**config.mk**
```make
export PLATFORM = sky130hd
export DESIGN_NAME = ptr_rate_sum_regs
export DESIGN_NICKNAME = d
export VERILOG_FILES = /design/src/ptr_pkg.sv /design/src/ptr_rate_sum_regs.sv /design/src/ptr_stamp_fifo.sv
export SDC_FILE = /design/constraint.sdc
export NUM_CORES = 1
export LEC_CHECK = 0
export ABC_CLOCK_PERIOD_IN_PS = 10400
export BUFFER_PORTS_ARGS = -buffer_cell sky130_fd_sc_hd__buf_2
export CAP_MARGIN = 10
export CORE_MARGIN = 3
export CORE_UTILIZATION = 40
export CTS_BUF_LIST = sky130_fd_sc_hd__clkbuf_16
export DETAILED_ROUTE_END_ITERATION = 10
export GPL_ROUTABILITY_DRIVEN = 0
export PLACE_DENSITY = 0.55
export SETUP_SLACK_MARGIN = 0.05
export SLEW_MARGIN = 0
export SYNTH_ARGS = -nofsm -noshare
export SYNTH_HDL_FRONTEND = slang
export SYNTH_SLANG_ARGS = --single-unit
```
**constraint.sdc**
```tcl
create_clock -name core_clk -period 10.4 [get_ports core_clk]
set_input_delay 1.04 -clock core_clk [delete_from_list [all_inputs] [get_ports core_clk]]
set_output_delay 1.04 -clock core_clk [all_outputs]
set_load 0.05 [all_outputs]
```
**src/ptr_pkg.sv**
```systemverilog
// Purpose: Shared constants for the timing register bank
// Assumes: 16-bit management registers, 5-bit register address
// Notes: Register offsets, field positions, reset values, last word index of each queue entry
package ptr_pkg;
	localparam int REG_W = 16;
	localparam int ADDR_W = 5;
	localparam int RATE_W = 26;
	localparam int NS_W = 30;
	localparam int SEC_W = 32;
	localparam int FRAC_W = 32;
	localparam int DROP_W = 2;
	localparam int STAMP_W = DROP_W + SEC_W + NS_W;
	localparam int RX_EXTRA_W = 32;
	localparam int IDX_W = 3;

	localparam logic [ADDR_W-1:0] ADDR_IRQ_EN = 5'h16;
	localparam logic [ADDR_W-1:0] ADDR_RATE_LOW = 5'h18;
	localparam logic [ADDR_W-1:0] ADDR_RATE_HIGH = 5'h19;
	localparam logic [ADDR_W-1:0] ADDR_READ_SUM = 5'h1A;
	localparam logic [ADDR_W-1:0] ADDR_WRITE_SUM = 5'h1B;
	localparam logic [ADDR_W-1:0] ADDR_TX_PORT = 5'h1C;
	localparam logic [ADDR_W-1:0] ADDR_RX_PORT = 5'h1D;

	localparam int RATE_SIGN_BIT = 15;
	localparam int TEMP_SEL_BIT = 14;
	localparam int RATE_HIGH_MSB = 9;
	localparam int TX_IRQ_EN_BIT = 3;
	localparam int RX_IRQ_EN_BIT = 2;

	localparam logic [REG_W-1:0] REG_RESET = 16'h0000;
	localparam logic [DROP_W-1:0] DROP_MAX = 2'h3;
	localparam logic [IDX_W-1:0] TX_LAST_WORD = 3'h3;
	localparam logic [IDX_W-1:0] RX_LAST_WORD = 3'h5;
	localparam logic [NS_W-1:0] NS_PER_SEC = 30'h3B9A_CA00;
	localparam logic [FRAC_W-1:0] FRAC_ZERO = 32'h0000_0000;
endpackage

```
**src/ptr_rate_sum_regs.sv**
```systemverilog
// Purpose: Timing register bank: rate control, page checksums, stamp ports
// Assumes: One register access per cycle, inputs synchronous to core_clk
// Notes: Read data appear one cycle after the read strobe
`timescale 1ns/1ps
module ptr_rate_sum_regs
	import ptr_pkg::*;
#(
	parameter logic [NS_W-1:0] REF_PERIOD_NS = 30'h0000_0008,
	parameter int DUR_W = 16,
	parameter int FIFO_DEPTH = 4
) (
	input wire logic core_clk,
	input wire logic rst,
	input wire logic [ADDR_W-1:0] reg_addr,
	input wire logic [REG_W-1:0] reg_wdata,
	input wire logic reg_wr,
	input wire logic reg_rd,
	input wire logic reg_ctrl_frame,
	output logic [REG_W-1:0] reg_rdata_q,
	output logic reg_rvalid_q,
	input wire logic [DUR_W-1:0] temporary_rate_duration,
	input wire logic tx_stamp_valid,
	input wire logic [NS_W-1:0] tx_stamp_ns,
	input wire logic [SEC_W-1:0] tx_stamp_sec,
	output logic tx_stamp_ready,
	input wire logic rx_stamp_valid,
	input wire logic [NS_W-1:0] rx_stamp_ns,
	input wire logic [SEC_W-1:0] rx_stamp_sec,
	input wire logic [15:0] rx_sequence_id,
	input wire logic [3:0] rx_message_type,
	input wire logic [11:0] rx_source_hash,
	output logic rx_stamp_ready,
	output logic [SEC_W-1:0] tod_sec_q,
	output logic [NS_W-1:0] tod_ns_q,
	output logic transmit_stamp_irq_enable_q,
	output logic receive_stamp_irq_enable_q
);
	localparam int FINE_W = NS_W + FRAC_W;
	localparam logic [FINE_W-1:0] NOMINAL_STEP = {REF_PERIOD_NS, FRAC_ZERO};
	localparam logic [FINE_W-1:0] SEC_FINE = {NS_PER_SEC, FRAC_ZERO};

	function automatic logic [REG_W-1:0] ones_add(input logic [REG_W-1:0] a,
		input logic [REG_W-1:0] b);
		logic [REG_W:0] s;
		s = {1'b0, a} + {1'b0, b};
		return s[REG_W-1:0] + {{(REG_W-1){1'b0}}, s[REG_W]};
	endfunction

	function automatic logic [REG_W-1:0] stamp_word(input logic [STAMP_W-1:0] e,
		input logic [IDX_W-1:0] idx);
		logic [REG_W-1:0] w;
		w = REG_RESET;
		unique case (idx)
			3'h0: w = e[15:0];
			3'h1: w = {e[STAMP_W-1 -: DROP_W], e[NS_W-1:16]};
			3'h2: w = e[NS_W+15:NS_W];
			3'h3: w = e[NS_W+SEC_W-1:NS_W+16];
			default: w = REG_RESET;
		endcase
		return w;
	endfunction

	logic [RATE_W-1:0] rate_mag_q;
	logic rate_slow_q;
	logic rate_on_q;
	logic temp_q;
	logic [DUR_W-1:0] temp_left_q;
	logic rate_sign_q;
	logic temporary_rate_select_q;
	logic [RATE_HIGH_MSB:0] rate_high_bits_q;
	logic [FINE_W-1:0] tod_fine;
	logic [FINE_W-1:0] tod_next;
	logic [FRAC_W-1:0] tod_frac_q;
	logic [REG_W-1:0] read_sum_value_q;
	logic [REG_W-1:0] write_sum_value_q;
	logic [REG_W-1:0] rd_word;
	logic [DROP_W-1:0] tx_drop_q;
	logic [DROP_W-1:0] rx_drop_q;
	logic [IDX_W-1:0] tx_idx_q;
	logic [IDX_W-1:0] rx_idx_q;
	logic tx_out_valid;
	logic rx_out_valid;
	logic [STAMP_W-1:0] tx_entry;
	logic [STAMP_W+RX_EXTRA_W-1:0] rx_entry;
	logic tx_pop;
	logic rx_pop;
	logic low_load;

	// Stamp queues with drop count stored per entry
	ptr_stamp_fifo #(.WIDTH(STAMP_W), .DEPTH(FIFO_DEPTH)) u_tx_fifo (
		.core_clk(core_clk),
		.rst(rst),
		.in_valid(tx_stamp_valid),
		.in_ready(tx_stamp_ready),
		.in_data({tx_drop_q, tx_stamp_sec, tx_stamp_ns}),
		.out_valid(tx_out_valid),
		.out_ready(tx_pop),
		.out_data(tx_entry)
	);

	ptr_stamp_fifo #(.WIDTH(STAMP_W + RX_EXTRA_W), .DEPTH(FIFO_DEPTH)) u_rx_fifo (
		.core_clk(core_clk),
		.rst(rst),
		.in_valid(rx_stamp_valid),
		.in_ready(rx_stamp_ready),
		.in_data({rx_message_type, rx_source_hash, rx_sequence_id, rx_drop_q,
			rx_stamp_sec, rx_stamp_ns}),
		.out_valid(rx_out_valid),
		.out_ready(rx_pop),
		.out_data(rx_entry)
	);

	assign low_load = reg_wr && (reg_addr == ADDR_RATE_LOW);
	assign tx_pop = reg_rd && (reg_addr == ADDR_TX_PORT) && tx_out_valid
		&& (tx_idx_q == TX_LAST_WORD);
	assign rx_pop = reg_rd && (reg_addr == ADDR_RX_PORT) && rx_out_valid
		&& (rx_idx_q == RX_LAST_WORD);

	// Read data decode
	always_comb begin
		rd_word = REG_RESET;
		unique case (reg_addr)
			ADDR_IRQ_EN: begin
				rd_word[TX_IRQ_EN_BIT] = transmit_stamp_irq_enable_q;
				rd_word[RX_IRQ_EN_BIT] = receive_stamp_irq_enable_q;
			end
			ADDR_RATE_LOW: rd_word = rate_mag_q[REG_W-1:0];
			ADDR_RATE_HIGH: begin
				rd_word[RATE_SIGN_BIT] = rate_sign_q;
				rd_word[TEMP_SEL_BIT] = temporary_rate_select_q;
				rd_word[RATE_HIGH_MSB:0] = rate_high_bits_q;
			end
			ADDR_READ_SUM: rd_word = read_sum_value_q;
			ADDR_WRITE_SUM: rd_word = write_sum_value_q;
			ADDR_TX_PORT: begin
				if (tx_out_valid) begin
					rd_word = stamp_word(tx_entry, tx_idx_q);
				end
			end
			ADDR_RX_PORT: begin
				if (rx_out_valid) begin
					unique case (rx_idx_q)
						3'h4: rd_word = rx_entry[STAMP_W+15:STAMP_W];
						3'h5: rd_word = rx_entry[STAMP_W+31:STAMP_W+16];
						default: rd_word = stamp_word(rx_entry[STAMP_W-1:0], rx_idx_q);
					endcase
				end
			end
			default: rd_word = REG_RESET;
		endcase
	end

	always_ff @(posedge core_clk) begin
		if (rst) begin
			reg_rdata_q <= REG_RESET;
			reg_rvalid_q <= 1'b0;
		end else begin
			reg_rvalid_q <= reg_rd;
			if (reg_rd) begin
				reg_rdata_q <= rd_word;
			end
		end
	end

	// Software fields of the rate and enable registers
	always_ff @(posedge core_clk) begin
		if (rst) begin
			rate_sign_q <= 1'b0;
			temporary_rate_select_q <= 1'b0;
			rate_high_bits_q <= '0;
			transmit_stamp_irq_enable_q <= 1'b0;
			receive_stamp_irq_enable_q <= 1'b0;
		end else if (reg_wr) begin
			if (reg_addr == ADDR_RATE_HIGH) begin
				rate_sign_q <= reg_wdata[RATE_SIGN_BIT];
				temporary_rate_select_q <= reg_wdata[TEMP_SEL_BIT];
				rate_high_bits_q <= reg_wdata[RATE_HIGH_MSB:0];
			end
			if (reg_addr == ADDR_IRQ_EN) begin
				transmit_stamp_irq_enable_q <= reg_wdata[TX_IRQ_EN_BIT];
				receive_stamp_irq_enable_q <= reg_wdata[RX_IRQ_EN_BIT];
			end
		end
	end

	// Active rate loaded by low write, temporary interval countdown
	always_ff @(posedge core_clk) begin
		if (rst) begin
			rate_mag_q <= '0;
			rate_slow_q <= 1'b0;
			rate_on_q <= 1'b0;
			temp_q <= 1'b0;
			temp_left_q <= '0;
		end else if (low_load) begin
			rate_mag_q <= {rate_high_bits_q, reg_wdata};
			rate_slow_q <= rate_sign_q;
			temp_q <= temporary_rate_select_q;
			temp_left_q <= temporary_rate_duration;
			rate_on_q <= !temporary_rate_select_q || (temporary_rate_duration != '0);
		end else if (temp_q && rate_on_q) begin
			temp_left_q <= temp_left_q - 1'b1;
			if (temp_left_q == {{(DUR_W-1){1'b0}}, 1'b1}) begin
				rate_on_q <= 1'b0;
				temp_q <= 1'b0;
			end
		end
	end

	// Time-of-day clock in 2^-32 ns steps
	assign tod_fine = {tod_ns_q, tod_frac_q};
	always_comb begin
		tod_next = tod_fine + NOMINAL_STEP;
		if (rate_on_q) begin
			if (rate_slow_q) begin
				tod_next = tod_fine + NOMINAL_STEP - FINE_W'(rate_mag_q);
			end else begin
				tod_next = tod_fine + NOMINAL_STEP + FINE_W'(rate_mag_q);
			end
		end
	end

	always_ff @(posedge core_clk) begin
		if (rst) begin
			tod_ns_q <= '0;
			tod_frac_q <= FRAC_ZERO;
			tod_sec_q <= '0;
		end else if (tod_next >= SEC_FINE) begin
			{tod_ns_q, tod_frac_q} <= tod_next - SEC_FINE;
			tod_sec_q <= tod_sec_q + 1'b1;
		end else begin
			{tod_ns_q, tod_frac_q} <= tod_next;
		end
	end

	// Page read checksum
	always_ff @(posedge core_clk) begin
		if (rst) begin
			read_sum_value_q <= REG_RESET;
		end else if (reg_rd && (reg_addr == ADDR_READ_SUM)) begin
			read_sum_value_q <= REG_RESET;
		end else if (reg_rd && !reg_ctrl_frame) begin
			read_sum_value_q <= ones_add(read_sum_value_q, rd_word);
		end
	end

	// Page write checksum
	always_ff @(posedge core_clk) begin
		if (rst) begin
			write_sum_value_q <= REG_RESET;
		end else if (reg_rd && (reg_addr == ADDR_WRITE_SUM)) begin
			write_sum_value_q <= REG_RESET;
		end else if (reg_wr && !reg_ctrl_frame) begin
			write_sum_value_q <= ones_add(write_sum_value_q, reg_wdata);
		end
	end

	// Drop counters, cleared when carried into a stored entry
	always_ff @(posedge core_clk) begin
		if (rst) begin
			tx_drop_q <= '0;
			rx_drop_q <= '0;
		end else begin
			if (tx_stamp_valid && tx_stamp_ready) begin
				tx_drop_q <= '0;
			end else if (tx_stamp_valid && tx_drop_q != DROP_MAX) begin
				tx_drop_q <= tx_drop_q + 1'b1;
			end
			if (rx_stamp_valid && rx_stamp_ready) begin
				rx_drop_q <= '0;
			end else if (rx_stamp_valid && rx_drop_q != DROP_MAX) begin
				rx_drop_q <= rx_drop_q + 1'b1;
			end
		end
	end

	// Word position within the entry at each port
	always_ff @(posedge core_clk) begin
		if (rst) begin
			tx_idx_q <= '0;
			rx_idx_q <= '0;
		end else begin
			if (tx_pop) begin
				tx_idx_q <= '0;
			end else if (reg_rd && (reg_addr == ADDR_TX_PORT) && tx_out_valid) begin
				tx_idx_q <= tx_idx_q + 1'b1;
			end
			if (rx_pop) begin
				rx_idx_q <= '0;
			end else if (reg_rd && (reg_addr == ADDR_RX_PORT) && rx_out_valid) begin
				rx_idx_q <= rx_idx_q + 1'b1;
			end
		end
	end
endmodule // ptr_rate_sum_regs

```
**src/ptr_stamp_fifo.sv**
```systemverilog
// Purpose: Small first-word-fall-through queue for timestamp entries
// Assumes: One push and one pop per cycle at most on each side
// Notes: Ready and valid come from flops
`timescale 1ns/1ps
module ptr_stamp_fifo #(
	parameter int WIDTH = 64,
	parameter int DEPTH = 4
) (
	input wire logic core_clk,
	input wire logic rst,
	input wire logic in_valid,
	output logic in_ready,
	input wire logic [WIDTH-1:0] in_data,
	output logic out_valid,
	input wire logic out_ready,
	output logic [WIDTH-1:0] out_data
);
	localparam int PTR_W = (DEPTH > 1) ? $clog2(DEPTH) : 1;
	localparam logic [PTR_W:0] FULL_CNT = (PTR_W+1)'(DEPTH);
	localparam logic [PTR_W-1:0] LAST_PTR = PTR_W'(DEPTH - 1);

	logic [WIDTH-1:0] mem_q [DEPTH];
	logic [PTR_W-1:0] wr_ptr_q;
	logic [PTR_W-1:0] rd_ptr_q;
	logic [PTR_W:0] count_q;
	logic [PTR_W:0] count_d;
	logic empty_q;
	logic push;
	logic pop;

	assign push = in_valid && in_ready;
	assign pop = out_ready && !empty_q;
	assign out_valid = !empty_q;
	assign out_data = mem_q[rd_ptr_q];

	always_comb begin
		count_d = count_q;
		if (push && !pop) begin
			count_d = count_q + 1'b1;
		end else if (pop && !push) begin
			count_d = count_q - 1'b1;
		end
	end

	always_ff @(posedge core_clk) begin
		if (push) begin
			mem_q[wr_ptr_q] <= in_data;
		end
	end

	always_ff @(posedge core_clk) begin
		if (rst) begin
			wr_ptr_q <= '0;
			rd_ptr_q <= '0;
			count_q <= '0;
			in_ready <= 1'b1;
			empty_q <= 1'b1;
		end else begin
			if (push) begin
				wr_ptr_q <= (wr_ptr_q == LAST_PTR) ? '0 : wr_ptr_q + 1'b1;
			end
			if (pop) begin
				rd_ptr_q <= (rd_ptr_q == LAST_PTR) ? '0 : rd_ptr_q + 1'b1;
			end
			count_q <= count_d;
			in_ready <= (count_d != FULL_CNT);
			empty_q <= (count_d == '0);
		end
	end
endmodule // ptr_stamp_fifo

```
==> results.ini <==
[route]
route.detailed.drc=0
num_vias=29410
viasPerCell=5.724
drt_iter0_drc=2423
ant_nets=0
detail_route.first_pass.iterations=5
avgRoutedWirePerCell_um=23.36
wl_um=120000

[global_route]
grt_max_degree=79
grt_first_pass_wirelength_um=179900
gr-usage-all-layers_pct=21.11
gr-total-overflow=0
grt_antenna_before_repair=42
grt_pass1_vias=28400

[clock_network]
cts_setup_buffers=0
clockBufferDepth=3
htreeDepth=3
cts_hold_buf=0
clkSlewWorstSetupHoldPaths_ps=60
numCtsBuffers=93
clockRootBuffer=clkbuf_16
cts_resized=0
cts.sinks=874
cts_tree=built
clk-insertion-delay-late_ps=680

[sta]
fin_crit_ps=7828
worstMarginPinSlew_ps=1107
rsz0062_at_grt=no
hold_viol_final=0
tns_ps=0
slew_violations=0
min_period_over_period_pct=75.27
setup_viol=0
fin_skew_ps=47.71
max_freq_mhz=127.7
slew_headroom_pct=25.85

[yosys]
synthArstFlopShare_pct=0
postSynthCellCount=3443
synth_ff_type=edfxtp_1
ys_types=114
synth_nets=3776
avgSynthCellArea_um2=12.44
ys_ff_latch=874
synth.cell_area_um2=42840
ys_seq_area_share_pct=55.79
yosysWarnings=0
synth-edff-count=640

[pwr]
total_power_mw=8.279
internal_power_mw=6.127
p_leak_nw=17.16
netSwitchingFraction_pct=25.99
vdd_drop_max_mv=0.1397
combPwrFrac_pct=13.1
p_per_area_nw_per_um2=170.9
seqPwrFrac_pct=47.3
pwr-share-clk_pct=39.7
switchingPower_mw=2.152

[finish]
final_common_cell=edfxtp_1
final_cell_mix=edfxtp_1, buf_2, nand2_1
final_nets=3982
drive_gt1_share_pct=19.75
syn_to_final_growth_pct=13.09

[worst_setup_path]
crit_fanout=45
cp-end-kind=register
critPathKind=reg -> reg
cp.arrival_ps=8340
cp_slowest_cell=o21ai_4
slowest_delay_ps=830
critPathLaunchType=register
required_ps=10910

[floorplan]
core_area_um2=105900
initial_core_util_pct=40.47
die_h_um=333.3
ios=283
rows=119
dieWidth_um=333.3
dieArea_um2=111100

[placed_design]
io_buffer_count=282
dp_hpwl_um=84360

[status]
status=finished clean

[hold_path]
hold_path_class=reg -> reg

[run]
cap_violations=0

-- routing by layer --
| layer | wire (um) | global-route usage, % |
|---|---|---|
| met5 | 152 | 0 |
| met2 | 56050 | 33.68 |
| met3 | 8023 | 4.515 |
| met4 | 2954 | 5.408 |
| met1 | 52820 | 29.44 |
-- path summary, 6_finish.rpt --
kind / startpoint / end / slack, ps / cells past startpoint
max: rate_mag_q[12] / tod_ns_q[27] / 2570 / 25
max reg2reg: rate_mag_q[12] / tod_ns_q[27] / 2570 / 25
min: reg_rdata_q[14] / reg_rdata_q[14] / 470 / 2
min reg2reg: reg_rdata_q[14] / reg_rdata_q[14] / 470 / 2
-- critical path: cells and delay by family (launching register included) --
family	cells	cell delay [ps]
AOI/OAI and AO/OA	7	2430
adders and majority gates	2	620
buffers and inverters	1	510
DFF	1	360
muxes	2	480
and+or+nand+nor	13	3260
-- power groups by stage --
stage	Combinational (mW)	Sequential [mW]	Clock, mW
detailed placement	1.07	3.99	0
finish	1.08	3.91	3.28
CTS	1.07	3.91	3.37
floorplan	0.739	3.99	0
global placement	1.07	3.98	0
global route	1.18	3.92	3.50
-- cell usage after synthesis (76+ instances only) --
master | count | area share [%]
edfxtp_1 | 640 | 45
nand2_1 | 278 | 2.4
a21oi_1 | 255 | 3.0
nor2_1 | 245 | 2.1
dfxtp_1 | 234 | 11
mux4_2 | 160 | 8.4
clkbuf_1 | 132 | 1.2
ha_1 | 130 | 3.8
xnor2_1 | 98 | 2.0
nand3_1 | 82 | 0.96
o21ai_0 | 77 | 0.90
a22oi_1 | 76 | 1.3
-- stage by stage --
| stage | worst slack (ps) | hold slack (ps) | instances | area, um2 | utilization [%] |
|---|---|---|---|---|---|
| 2_1_floorplan | 4025 | 444.7 | 3443 | 42840 | - |
| 3_3_place_gp | 2914 | 458.2 | 4944 | 45350 | 42.84 |
| 3_5_place_dp | 2708 | 465.0 | 4944 | 45350 | 42.84 |
| 4_1_cts | 2654 | 475.8 | 5117 | 48400 | 45.72 |
| 5_1_grt | 1672 | 497.9 | 5120 | 48410 | 45.73 |
| 6_report | 2572 | 470.3 | 5138 | 48450 | 45.77 |
-- kinds of logic (layout without fill, tap and decap cells) --
kind of cell,after synthesis,in the layout,synth area share [%]
mux,235,235,10.26
fa+ha+maj,133,133,3.937
other cells,0,20,0
compound gates,795,795,12.67
simple gates,975,975,11.23
buf+inv,279,563,2.985
xor+xnor,152,152,3.139
flops,874,874,55.79
-- state kept, by name, summed over array words and instances, names as in the netlist, 10 cells and up, named ones only --
| name | flops |
|---|---|
| write_sum_value_q | 16 |
| read_sum_value_q | 16 |
| u_tx_fifo.mem_q | 256 |
| u_rx_fifo.mem_q | 384 |
| reg_rdata_q | 16 |
| tod_sec_q | 32 |
| tod_ns_q | 30 |
| rate_mag_q | 26 |
| rate_high_bits_q | 10 |
| tod_frac_q | 32 |
| temp_left_q | 16 |
-- cell type report --
cell class / instances / area, um2
fill: 9660 / 57410
sequential: 874 / 23920
clock buffer: 94 / 2352
clock inverter: 79 / 688.2
timing repair buffer: 323 / 1725
tap: 1391 / 1740
inverter: 67 / 251.5
antenna: 20 / 50.05
multi-input combinational: 2290 / 17720
Power figures use the tool's default switching activity.
